--- src/logic/rxam_consts.vh ---
// Offsets, field positions, reset values and counts of the receive alarm register group
`ifndef RXAM_CONSTS_VH
`define RXAM_CONSTS_VH
`define RXAM_PORT_STRIDE 12'h200
`define RXAM_NUM_PORTS 8
`define RXAM_OFF_IRQ_MASK_7 12'h0a6
`define RXAM_OFF_SIG_EN_1 12'h0a8
`define RXAM_OFF_SIG_EN_2 12'h0a9
`define RXAM_OFF_SIG_EN_3 12'h0aa
`define RXAM_OFF_SIG_EN_4 12'h0ab
`define RXAM_OFF_LUP_1 12'h0ac
`define RXAM_OFF_LUP_2 12'h0ad
`define RXAM_OFF_LDN_1 12'h0ae
`define RXAM_OFF_LDN_2 12'h0af
`define RXAM_OFF_LIVE_1 12'h0b0
`define RXAM_OFF_LIVE_3 12'h0b2
`define RXAM_OFF_LATCHED_4 12'h0a3
`define RXAM_OFF_EVT_STATUS 12'h0b8
`define RXAM_OFF_CODE_LEN 12'h0b9
`define RXAM_OFF_MODE 12'h0ba
`define RXAM_BIT_BOC_DETECT 0
`define RXAM_BIT_SA_CHANGE 0
`define RXAM_BIT_SA6_CODE 1
`define RXAM_BIT_SIG_CHANGE 3
`define RXAM_BIT_REMOTE_ALARM 3
`define RXAM_BIT_ALL_ONES 2
`define RXAM_BIT_SIGNAL_LOSS 1
`define RXAM_BIT_FRAME_LOSS 0
`define RXAM_BIT_LOOP_UP 0
`define RXAM_BIT_LOOP_DOWN 1
`define RXAM_RESET_BYTE 8'h00
`define RXAM_LOS_ZEROS 192
`define RXAM_INTEG_BITS 16
`endif

--- src/logic/rxam_code_det.v ---
// Repeating loop code detector with pattern length select and integration
`timescale 1ns/1ps
`include "rxam_consts.vh"
module rxam_code_det #(
	parameter INTEG = `RXAM_INTEG_BITS
) (
	input wire i_core_clk,
	input wire i_rst,
	input wire i_restart,
	input wire i_bit_vld,
	input wire i_bit,
	input wire [7:0] i_pat_1,
	input wire [7:0] i_pat_2,
	input wire [3:0] i_len,
	output reg o_seen_ff
);
	reg [15:0] hist_ff;
	reg [7:0] cnt_ff;
	reg [3:0] pos_ff;
	wire [15:0] nxt_hist = {hist_ff[14:0], i_bit};
	wire [15:0] pat = {i_pat_1, i_pat_2};
	reg [15:0] care;
	reg match;
	integer k;
	// Lengths below 8 compare only the top L bits of the first byte
	always @* begin
		care = 16'h0000;
		match = 1'b1;
		for (k = 0; k < 16; k = k + 1) begin
			care[k] = (i_len >= 4'h8) ? (k >= 16 - i_len) : (k >= 16 - i_len) && (k >= 8);
		end
		// Compare the last L received bits against the pattern anchored at bit 15
		for (k = 0; k < 16; k = k + 1) begin
			if (care[k] && (nxt_hist[k - 16 + i_len] != pat[k]) && (k >= 16 - i_len)) begin
				match = 1'b0;
			end
		end
	end
	always @(posedge i_core_clk or posedge i_rst) begin
		if (i_rst) begin
			hist_ff <= 16'h0000;
			cnt_ff <= 8'h00;
			pos_ff <= 4'h0;
			o_seen_ff <= 1'b0;
		end else if (i_restart) begin
			cnt_ff <= 8'h00;
			pos_ff <= 4'h0;
			o_seen_ff <= 1'b0;
		end else if (i_bit_vld) begin
			hist_ff <= nxt_hist;
			// A repeating code matches once per period; other phases only check periodicity
			if (pos_ff < i_len) begin
				pos_ff <= pos_ff + 4'h1;
			end else if ((i_len == 4'h0) || (nxt_hist[i_len] != i_bit)) begin
				cnt_ff <= 8'h00;
				o_seen_ff <= 1'b0;
			end else if (match) begin
				if (cnt_ff == INTEG[7:0]) begin
					o_seen_ff <= 1'b1;
				end else begin
					cnt_ff <= cnt_ff + 8'h01;
				end
			end
		end
	end
endmodule

--- src/logic/rxam_regs.v ---
// Per-port receive alarm, mask and loop code register group on Avalon-MM
// Functional notes
// - Eight port copies, port n at base plus 0x200 times n minus one.
// - T1 mask bit 0 enables the bit-oriented-code detect interrupt.
// - Mask register 7 at 0x0a6 has an E1 layout, bits 1 and 0, reset zero.
// - E1 mask bit 1 enables the Sa6 valid codeword interrupt.
// - E1 mask bit 0 enables the unmasked Sa bit change interrupt.
// - Per-channel enables set signaling change flag, latched status 4 bit 3.
// - Writing first loop-up or loop-down pattern restarts that detector's integration.
// - First pattern bit 7 leads; length L ignores bits below 8 minus L.
// - Lengths 1 to 7 ignore the whole second pattern register.
// - Loop pattern registers are T1 only, 8 bits, zero, first at 0x0ac.
// - Live status 1 follows alarms unlatched; bits 7 to 4 read zero.
// - Bit 3 high while remote alarm is received.
// - Bit 2 high while unframed all-ones is received.
// - Bit 1 high after 192 consecutive zeros on the line.
// - Bit 0 high while receiver is out of frame sync.
// - Live loop-up and loop-down bits high while their pattern is received.
//
// Our own choice: the Avalon-MM register port.
`timescale 1ns/1ps
`include "rxam_consts.vh"
module rxam_regs #(
	parameter NUM_PORTS = `RXAM_NUM_PORTS,
	parameter INTEG = `RXAM_INTEG_BITS
) (
	input wire i_core_clk,
	input wire i_rst,
	input wire [11:0] i_avs_address,
	input wire i_avs_read,
	input wire i_avs_write,
	input wire [31:0] i_avs_writedata,
	input wire [3:0] i_avs_byteenable,
	output reg [31:0] o_avs_readdata_ff,
	output reg o_avs_waitrequest_ff,
	input wire i_line_rx_tip,
	input wire i_line_rx_ring,
	input wire i_line_bit_vld,
	input wire i_remote_alarm_live,
	input wire i_all_ones_alarm_live,
	input wire i_frame_loss_live,
	input wire i_boc_detect_evt,
	input wire i_sa6_codeword_evt,
	input wire i_sa_bits_change_evt,
	input wire [31:0] i_sig_change_evt,
	output reg o_irq_ff
);
	localparam ST_IDLE = 2'b01;
	localparam ST_ACK = 2'b10;
	reg [1:0] st_ff;
	reg [7:0] mask7_ff;
	reg [31:0] sig_en_ff;
	reg [7:0] lup1_ff;
	reg [7:0] lup2_ff;
	reg [7:0] ldn1_ff;
	reg [7:0] ldn2_ff;
	reg [3:0] code_len_ff;
	reg e1_mode_ff;
	reg [7:0] latched4_ff;
	reg [2:0] evt_ff;
	reg [7:0] zero_cnt_ff;
	reg los_ff;
	reg [1:0] tip_sync_ff;
	reg [7:0] copy_ff [0:NUM_PORTS*32-1];
	integer p;
	reg [1:0] ring_sync_ff;
	reg [1:0] vld_sync_ff;
	reg [7:0] rd;
	wire [11:0] word = {i_avs_address[11:2], 2'b00};
	// Address bits 11:9 pick the port copy at the 0x200 stride
	wire [8:0] off = word[8:0] + {7'h00, i_avs_address[1:0]};
	wire port_ok = (i_avs_address[11:9] < NUM_PORTS);
	wire [11:0] adr = {3'h0, off};
	wire acc = (i_avs_read | i_avs_write) && (st_ff == ST_IDLE);
	// Ports 2 and up keep their own host register copies; line and event logic serve port 1
	wire [2:0] port_idx = i_avs_address[11:9];
	wire base_port = (port_idx == 3'h0);
	wire [7:0] cp_idx = {port_idx, off[4:0]};
	wire cp_wr = acc && i_avs_write && port_ok && i_avs_byteenable[0] && !base_port;
	wire [7:0] cp_byte = copy_ff[cp_idx];
	wire cp_e1 = copy_ff[{port_idx, 5'h1a}][0];
	wire cp_loop = (adr >= `RXAM_OFF_LUP_1) && (adr <= `RXAM_OFF_LDN_2);
	wire cp_sig = (adr >= `RXAM_OFF_SIG_EN_1) && (adr <= `RXAM_OFF_SIG_EN_4);
	wire cp_rw = (adr == `RXAM_OFF_IRQ_MASK_7) || cp_sig || (cp_loop && !cp_e1)
		|| (adr == `RXAM_OFF_CODE_LEN) || (adr == `RXAM_OFF_MODE);
	wire [7:0] cp_rd = cp_rw ? cp_byte : 8'h00;
	wire wr = acc && i_avs_write && port_ok && i_avs_byteenable[0] && base_port;
	wire rx_bit = tip_sync_ff[1] | ring_sync_ff[1];
	wire wr_lup1 = wr && (adr == `RXAM_OFF_LUP_1) && !e1_mode_ff;
	wire wr_ldn1 = wr && (adr == `RXAM_OFF_LDN_1) && !e1_mode_ff;
	wire loop_up_seen;
	wire loop_down_seen;
	wire [7:0] live1 = {4'h0, i_remote_alarm_live, i_all_ones_alarm_live,
		los_ff, i_frame_loss_live};
	wire sig_hit = |(i_sig_change_evt & sig_en_ff & {e1_mode_ff, 31'h7fffffff} & 32'h00ffffff)
		| (|(i_sig_change_evt[31:24] & sig_en_ff[31:24]) & e1_mode_ff);
	wire [2:0] evt_set = e1_mode_ff ? {1'b0, i_sa6_codeword_evt, i_sa_bits_change_evt}
		: {1'b0, 1'b0, i_boc_detect_evt};
	wire [2:0] evt_clr = (wr && (adr == `RXAM_OFF_EVT_STATUS)) ? i_avs_writedata[2:0] : 3'h0;
	wire [7:0] l4_clr = (wr && (adr == `RXAM_OFF_LATCHED_4)) ? i_avs_writedata[7:0] : 8'h00;
	wire [2:0] mask_ev = e1_mode_ff ? {1'b0, mask7_ff[`RXAM_BIT_SA6_CODE],
		mask7_ff[`RXAM_BIT_SA_CHANGE]} : {2'b00, mask7_ff[`RXAM_BIT_BOC_DETECT]};
	rxam_code_det #(.INTEG(INTEG)) u_lup (
		.i_core_clk(i_core_clk),
		.i_rst(i_rst),
		.i_restart(wr_lup1),
		.i_bit_vld(vld_sync_ff[1]),
		.i_bit(rx_bit),
		.i_pat_1(lup1_ff),
		.i_pat_2(lup2_ff),
		.i_len(code_len_ff),
		.o_seen_ff(loop_up_seen)
	);
	rxam_code_det #(.INTEG(INTEG)) u_ldn (
		.i_core_clk(i_core_clk),
		.i_rst(i_rst),
		.i_restart(wr_ldn1),
		.i_bit_vld(vld_sync_ff[1]),
		.i_bit(rx_bit),
		.i_pat_1(ldn1_ff),
		.i_pat_2(ldn2_ff),
		.i_len(code_len_ff),
		.o_seen_ff(loop_down_seen)
	);
	// Line pins come from the recovered clock domain
	always @(posedge i_core_clk or posedge i_rst) begin
		if (i_rst) begin
			tip_sync_ff <= 2'h0;
			ring_sync_ff <= 2'h0;
			vld_sync_ff <= 2'h0;
		end else begin
			tip_sync_ff <= {tip_sync_ff[0], i_line_rx_tip};
			ring_sync_ff <= {ring_sync_ff[0], i_line_rx_ring};
			vld_sync_ff <= {vld_sync_ff[0], i_line_bit_vld};
		end
	end
	// Consecutive zero counter for loss of signal
	always @(posedge i_core_clk or posedge i_rst) begin
		if (i_rst) begin
			zero_cnt_ff <= 8'h00;
			los_ff <= 1'b0;
		end else if (vld_sync_ff[1]) begin
			if (rx_bit) begin
				zero_cnt_ff <= 8'h00;
				los_ff <= 1'b0;
			end else if (zero_cnt_ff == (`RXAM_LOS_ZEROS - 1)) begin
				los_ff <= 1'b1;
			end else begin
				zero_cnt_ff <= zero_cnt_ff + 8'h01;
			end
		end
	end
	// Host writable registers
	always @(posedge i_core_clk or posedge i_rst) begin
		if (i_rst) begin
			mask7_ff <= `RXAM_RESET_BYTE;
			sig_en_ff <= 32'h00000000;
			lup1_ff <= `RXAM_RESET_BYTE;
			lup2_ff <= `RXAM_RESET_BYTE;
			ldn1_ff <= `RXAM_RESET_BYTE;
			ldn2_ff <= `RXAM_RESET_BYTE;
			code_len_ff <= 4'h0;
			e1_mode_ff <= 1'b0;
		end else if (wr) begin
			if (adr == `RXAM_OFF_IRQ_MASK_7) begin
				mask7_ff <= e1_mode_ff ? {6'h00, i_avs_writedata[1:0]} : i_avs_writedata[7:0];
			end else if (adr == `RXAM_OFF_SIG_EN_1) begin
				sig_en_ff[7:0] <= i_avs_writedata[7:0];
			end else if (adr == `RXAM_OFF_SIG_EN_2) begin
				sig_en_ff[15:8] <= i_avs_writedata[7:0];
			end else if (adr == `RXAM_OFF_SIG_EN_3) begin
				sig_en_ff[23:16] <= i_avs_writedata[7:0];
			end else if (adr == `RXAM_OFF_SIG_EN_4) begin
				sig_en_ff[31:24] <= i_avs_writedata[7:0];
			end else if (adr == `RXAM_OFF_LUP_1 && !e1_mode_ff) begin
				lup1_ff <= i_avs_writedata[7:0];
			end else if (adr == `RXAM_OFF_LUP_2 && !e1_mode_ff) begin
				lup2_ff <= i_avs_writedata[7:0];
			end else if (adr == `RXAM_OFF_LDN_1 && !e1_mode_ff) begin
				ldn1_ff <= i_avs_writedata[7:0];
			end else if (adr == `RXAM_OFF_LDN_2 && !e1_mode_ff) begin
				ldn2_ff <= i_avs_writedata[7:0];
			end else if (adr == `RXAM_OFF_CODE_LEN) begin
				code_len_ff <= i_avs_writedata[3:0];
			end else if (adr == `RXAM_OFF_MODE) begin
				e1_mode_ff <= i_avs_writedata[0];
			end
		end
	end
	// Host register copies of the other ports
	always @(posedge i_core_clk or posedge i_rst) begin
		if (i_rst) begin
			for (p = 0; p < NUM_PORTS * 32; p = p + 1) begin
				copy_ff[p] <= `RXAM_RESET_BYTE;
			end
		end else if (cp_wr && cp_rw) begin
			if ((adr == `RXAM_OFF_IRQ_MASK_7) && cp_e1) begin
				copy_ff[cp_idx] <= {6'h00, i_avs_writedata[1:0]};
			end else if (adr == `RXAM_OFF_CODE_LEN) begin
				copy_ff[cp_idx] <= {4'h0, i_avs_writedata[3:0]};
			end else if (adr == `RXAM_OFF_MODE) begin
				copy_ff[cp_idx] <= {7'h00, i_avs_writedata[0]};
			end else begin
				copy_ff[cp_idx] <= i_avs_writedata[7:0];
			end
		end
	end
	// Sticky flags, a new event wins over a same-cycle clear
	always @(posedge i_core_clk or posedge i_rst) begin
		if (i_rst) begin
			latched4_ff <= 8'h00;
			evt_ff <= 3'h0;
			o_irq_ff <= 1'b0;
		end else begin
			latched4_ff <= (latched4_ff & ~l4_clr) | ({7'h00, sig_hit} << `RXAM_BIT_SIG_CHANGE);
			evt_ff <= (evt_ff & ~evt_clr) | evt_set;
			o_irq_ff <= |(evt_ff & mask_ev) | latched4_ff[`RXAM_BIT_SIG_CHANGE];
		end
	end
	// Read mux
	always @* begin
		rd = 8'h00;
		if (!base_port) begin
			rd = cp_rd;
		end else if (adr == `RXAM_OFF_IRQ_MASK_7) begin
			rd = mask7_ff;
		end else if (adr == `RXAM_OFF_SIG_EN_1) begin
			rd = sig_en_ff[7:0];
		end else if (adr == `RXAM_OFF_SIG_EN_2) begin
			rd = sig_en_ff[15:8];
		end else if (adr == `RXAM_OFF_SIG_EN_3) begin
			rd = sig_en_ff[23:16];
		end else if (adr == `RXAM_OFF_SIG_EN_4) begin
			rd = sig_en_ff[31:24];
		end else if (adr == `RXAM_OFF_LUP_1) begin
			rd = e1_mode_ff ? 8'h00 : lup1_ff;
		end else if (adr == `RXAM_OFF_LUP_2) begin
			rd = e1_mode_ff ? 8'h00 : lup2_ff;
		end else if (adr == `RXAM_OFF_LDN_1) begin
			rd = e1_mode_ff ? 8'h00 : ldn1_ff;
		end else if (adr == `RXAM_OFF_LDN_2) begin
			rd = e1_mode_ff ? 8'h00 : ldn2_ff;
		end else if (adr == `RXAM_OFF_LIVE_1) begin
			rd = live1;
		end else if (adr == `RXAM_OFF_LIVE_3) begin
			rd = {6'h00, loop_down_seen, loop_up_seen};
		end else if (adr == `RXAM_OFF_LATCHED_4) begin
			rd = latched4_ff;
		end else if (adr == `RXAM_OFF_EVT_STATUS) begin
			rd = {5'h00, evt_ff};
		end else if (adr == `RXAM_OFF_CODE_LEN) begin
			rd = {4'h0, code_len_ff};
		end else if (adr == `RXAM_OFF_MODE) begin
			rd = {7'h00, e1_mode_ff};
		end
	end
	// Avalon slave: one wait cycle, answer on the second edge
	always @(posedge i_core_clk or posedge i_rst) begin
		if (i_rst) begin
			st_ff <= ST_IDLE;
			o_avs_waitrequest_ff <= 1'b1;
			o_avs_readdata_ff <= 32'h00000000;
		end else begin
			case (st_ff)
				ST_IDLE: begin
					if (i_avs_read | i_avs_write) begin
						st_ff <= ST_ACK;
						o_avs_waitrequest_ff <= 1'b0;
						o_avs_readdata_ff <= port_ok ? {24'h000000, rd} : 32'h00000000;
					end
				end
				ST_ACK: begin
					st_ff <= ST_IDLE;
					o_avs_waitrequest_ff <= 1'b1;
				end
				default: begin
					st_ff <= ST_IDLE;
					o_avs_waitrequest_ff <= 1'b1;
				end
			endcase
		end
	end
endmodule

--- config.mk ---
export PLATFORM = sky130hd
export DESIGN_NAME = rxam_regs
export DESIGN_NICKNAME = d
export VERILOG_FILES = /design/src/logic/rxam_code_det.v /design/src/logic/rxam_regs.v
export VERILOG_INCLUDE_DIRS = /design/src /design/src/logic
export SDC_FILE = /design/constraint.sdc
export NUM_CORES = 2
export LEC_CHECK = 0
export BUFFER_PORTS_ARGS = -buffer_cell sky130_fd_sc_hd__buf_2
export CAP_MARGIN = 15
export CORE_MARGIN = 1.5
export CORE_UTILIZATION = 60
export CTS_CLUSTER_SIZE = 30
export DETAILED_ROUTE_END_ITERATION = 7
export HOLD_SLACK_MARGIN = 0.02
export PLACE_DENSITY = 0.76
export SETUP_SLACK_MARGIN = 0.2
export SLEW_MARGIN = 0
export SYNTH_ARGS = -nofsm -noshare
export SYNTH_HDL_FRONTEND = slang
export SYNTH_SLANG_ARGS = --single-unit
--- constraint.sdc ---
create_clock -name i_core_clk -period 133 [get_ports i_core_clk]
set_clock_uncertainty 0.2 [all_clocks]
set_input_delay 33.25 -clock i_core_clk [delete_from_list [all_inputs] [get_ports i_core_clk]]
set_output_delay 33.25 -clock i_core_clk [all_outputs]
set_load 0.005 [all_outputs]
==> flow_metrics.tcl <==
set metrics [dict create \
    rows 137 \
    synth_area_per_cell_um2 13.28 \
    ff2ff_setup_slack_ps 127360 \
    p_seq_share_pct 49.1 \
    min_period_over_period_pct 28.43 \
    placed_cell_area_mm2 0.08145 \
    hold_end "vld_sync_ff[1]" \
    clockBufferDepth 3 \
    clk_pin_slew_ps 60 \
    power_density_mw_per_mm2 14.58 \
    pin_count 127 \
    async_reset_ff_share_pct 100.0 \
    core_area_mm2 0.1392 \
    p_int_uw 988.3 \
    drt_iter0_markers 4254 \
    synth_warnings 0 \
    comb_power_share_pct 6.1 \
    area_growth_syn_to_layout_pct 5.147 \
    endpoint_kind "flop" \
    setup_violations 0 \
    postCtsHoldBufs 0 \
    min_path_cells 0 \
    grt_pass1_wl_um 286300 \
    h-tree-depth 4 \
    vias_per_cell 6.030 \
    antenna_left 0 \
    rr_startpoint "code_len_ff[0]" \
    final_nets 5241 \
    ys_seq_elements 2027 \
    clk_latency_ps 840 \
    arrival_ps 38300 \
    cts_made_buffers 195 \
    switchingPower_uw 299.5 \
    dr.pass1.iters 6 \
    maxCapViolCount 0 \
    vias 43200 \
    cts.sinks 2027 \
    synth_ff_type "dfrtp_1" \
    synth_edf_count 0 \
    hp-class "reg -> reg" \
    post-route-min-period_ps 37810 \
    cts-root-buf "clkbuf_16" \
    fin_area_mm2 0.08832 \
    yosysSeqAreaShare_pct 60.39 \
    dp_slack_ps 94360 \
    maxSlewViolCount 0 \
    hpwl_um 115300 \
    nFillCells 9489 \
    required_ps 133490 \
    status "finished, final reports clean" \
    whs_ps 151.0 \
    rsz0062_at_grt "no" \
    slew-limit-headroom_pct 21.15 \
    wl_per_cell_um 25.46 \
    cts_tree "built" \
    grt_max_degree 188 \
    syn_inst 6323 \
    setup_tns_ps 0 \
    syn_area_mm2 0.08399 \
    die_x_um 377.2 \
    post-route-drc-count 0 \
    drive_above_1_share_pct 27.24 \
    sw_frac_of_total_pct 23.26 \
    gp_congestion 0.9281 \
    min_from "vld_sync_ff[0]" \
    worstMarginPinSlew_ps 1178 \
    ir_worst_vdd_mv 0.01173 \
    timing.fmax_mhz 26.45 \
    start_kind "input port" \
    finalHoldViolCount 0 \
    synth_cell_type_count 85 \
    cts_setup_buffers 0 \
    grt_pass1_vias 46120 \
    cellLeakagePower_uw 0.04134 \
    clkPwrFrac_pct 44.8 \
    grt-ovfl-total 0 \
    fp.dieArea_mm2 0.1422 \
    setup_slack_ps 95190 \
    numPortBuffers 75 \
    cp_max_fo 75 \
    reg2reg_to "u_ldn.cnt_ff[1]" \
    ctsResizeCount 0 \
    antenna_found_initial 5 \
    die_y_um 377.2 \
    reg2reg_depth 12 \
    initial_utilization_pct 60.35 \
    grt.total_usage_pct 26.73 \
    crit_type "in -> reg" \
    drt_wl_total_um 182400 \
]
[cells in the final DEF (no fill, tap or decap), types with 14 or more instances in the layout]
| cell type | count |
|---|---|
| mux4_2 | 626 |
| dfrtp_1 | 2024 |
| nand4_1 | 18 |
| nand3_1 | 54 |
| clkbuf_8 | 46 |
| buf_2 | 71 |
| or3_1 | 14 |
| clkbuf_16 | 197 |
| a21oi_1 | 34 |
| xnor2_1 | 29 |
| ha_1 | 25 |
| nor3_1 | 31 |
| nand2b_1 | 23 |
| mux2i_1 | 65 |
| o21ai_0 | 385 |
| nor2_1 | 129 |
| and2_1 | 43 |
| clkinv_2 | 29 |
| o22ai_1 | 26 |
| clkbuf_1 | 41 |
| nor2b_1 | 71 |
| conb_1 | 24 |
| buf_4 | 82 |
| nand2_1 | 577 |
| xor2_1 | 28 |
| bufinv_16 | 18 |
| mux2_2 | 297 |
| a22oi_1 | 30 |
[kinds of logic after synthesis]
| kind of cell | after synthesis | share of synthesized area [%] |
|---|---|---|
| fa+ha+maj | 25 | 0.3724 |
| compound gates | 578 | 3.965 |
| flops | 2027 | 60.39 |
| simple gates | 1039 | 5.604 |
| xor+xnor | 57 | 0.5944 |
| buf+inv | 1603 | 7.384 |
| other cells | 1 | 0.004465 |
| mux | 993 | 21.68 |
[metal layers]
| layer | up-vias | routed length [um] | global-route usage [%] |
|---|---|---|---|
| met5 | - | 34 | 0 |
| met4 | 6 | 7544 | 10.83 |
| met3 | 401 | 13080 | 5.812 |
| met2 | 1512 | 83770 | 39.51 |
| met1 | 22530 | 77980 | 39.21 |
| li1 | 18760 | - | - |
[power by group through the flow]
stage	logic, uW	registers, uW	clock network (uW)
floorplan	57.6	642	0
global placement	77.7	643	0
detailed placement	79.0	643	0
CTS	79.4	632	586
global route	86.0	633	612
finish	78.7	632	577
[synth_stat cells (all sizes together), types with 14 or more instances]
cell    instances  area share, %
o21ai         387            2.3
and2           47           0.35
mux4          630             17
a22oi          30           0.27
or3            14           0.10
o22ai          26           0.19
nor2          132           0.59
nor2b          71           0.53
nor3           34           0.21
mux2          298            4.0
dfrtp        2026             60
nand2         583            2.6
mux2i          65           0.77
xor2           28           0.29
nand4          18           0.13
xnor2          29           0.30
a21oi          34           0.20
a21boi         14           0.13
inv            15          0.067
nand3          54           0.32
ha             25           0.37
nand2b         23           0.17
buf           117           0.70
clkbuf       1469            6.6
[how the worst max path moves through the flow]
stage	start	endpoint	cells past startpoint
3_5_place_dp	i_avs_address[1]	o_avs_readdata_ff[1]	11
6_report	i_avs_address[1]	o_avs_readdata_ff[1]	11
2_1_floorplan	i_rst	async pin	1
3_3_place_gp	i_avs_address[1]	o_avs_readdata_ff[1]	11
5_1_grt	i_avs_address[0]	o_avs_readdata_ff[2]	11
4_1_cts	i_avs_address[1]	o_avs_readdata_ff[1]	11
[critical path: stages]
cell	delay, ps
buf_8	410
buf_4	720
buf_4	750
buf_4	720
mux4_2	410
mux4_2	490
nor2b_1	150
a211oi_1	530
nor3_1	280
a22oi_1	300
o21ai_0	110
[stage by stage]
stage | utilization, % | power [uW] | instances
3_3_place_gp | 58.52 | 720.8 | 6795
4_1_cts | 63.37 | 1298 | 7155
5_1_grt | 63.45 | 1331 | 7162
2_1_floorplan | - | 699.8 | 6346
3_5_place_dp | 58.52 | 722.4 | 6795
6_report | 63.45 | 1288 | 7164
[area by class of cell]
class	count	area (um2)	share of cell area, %
sequential	2027	50730	57.44
multi-input combinational	2716	27190	30.79
clock buffer	284	5717	6.473
tap	1876	2347	2.658
timing repair buffer	167	1222	1.384
clock inverter	76	1039	1.176
inverter	16	67.56	0.07650
antenna	2	5.005	0.005667
No activity file was read; power rests on OpenSTA's default activity.
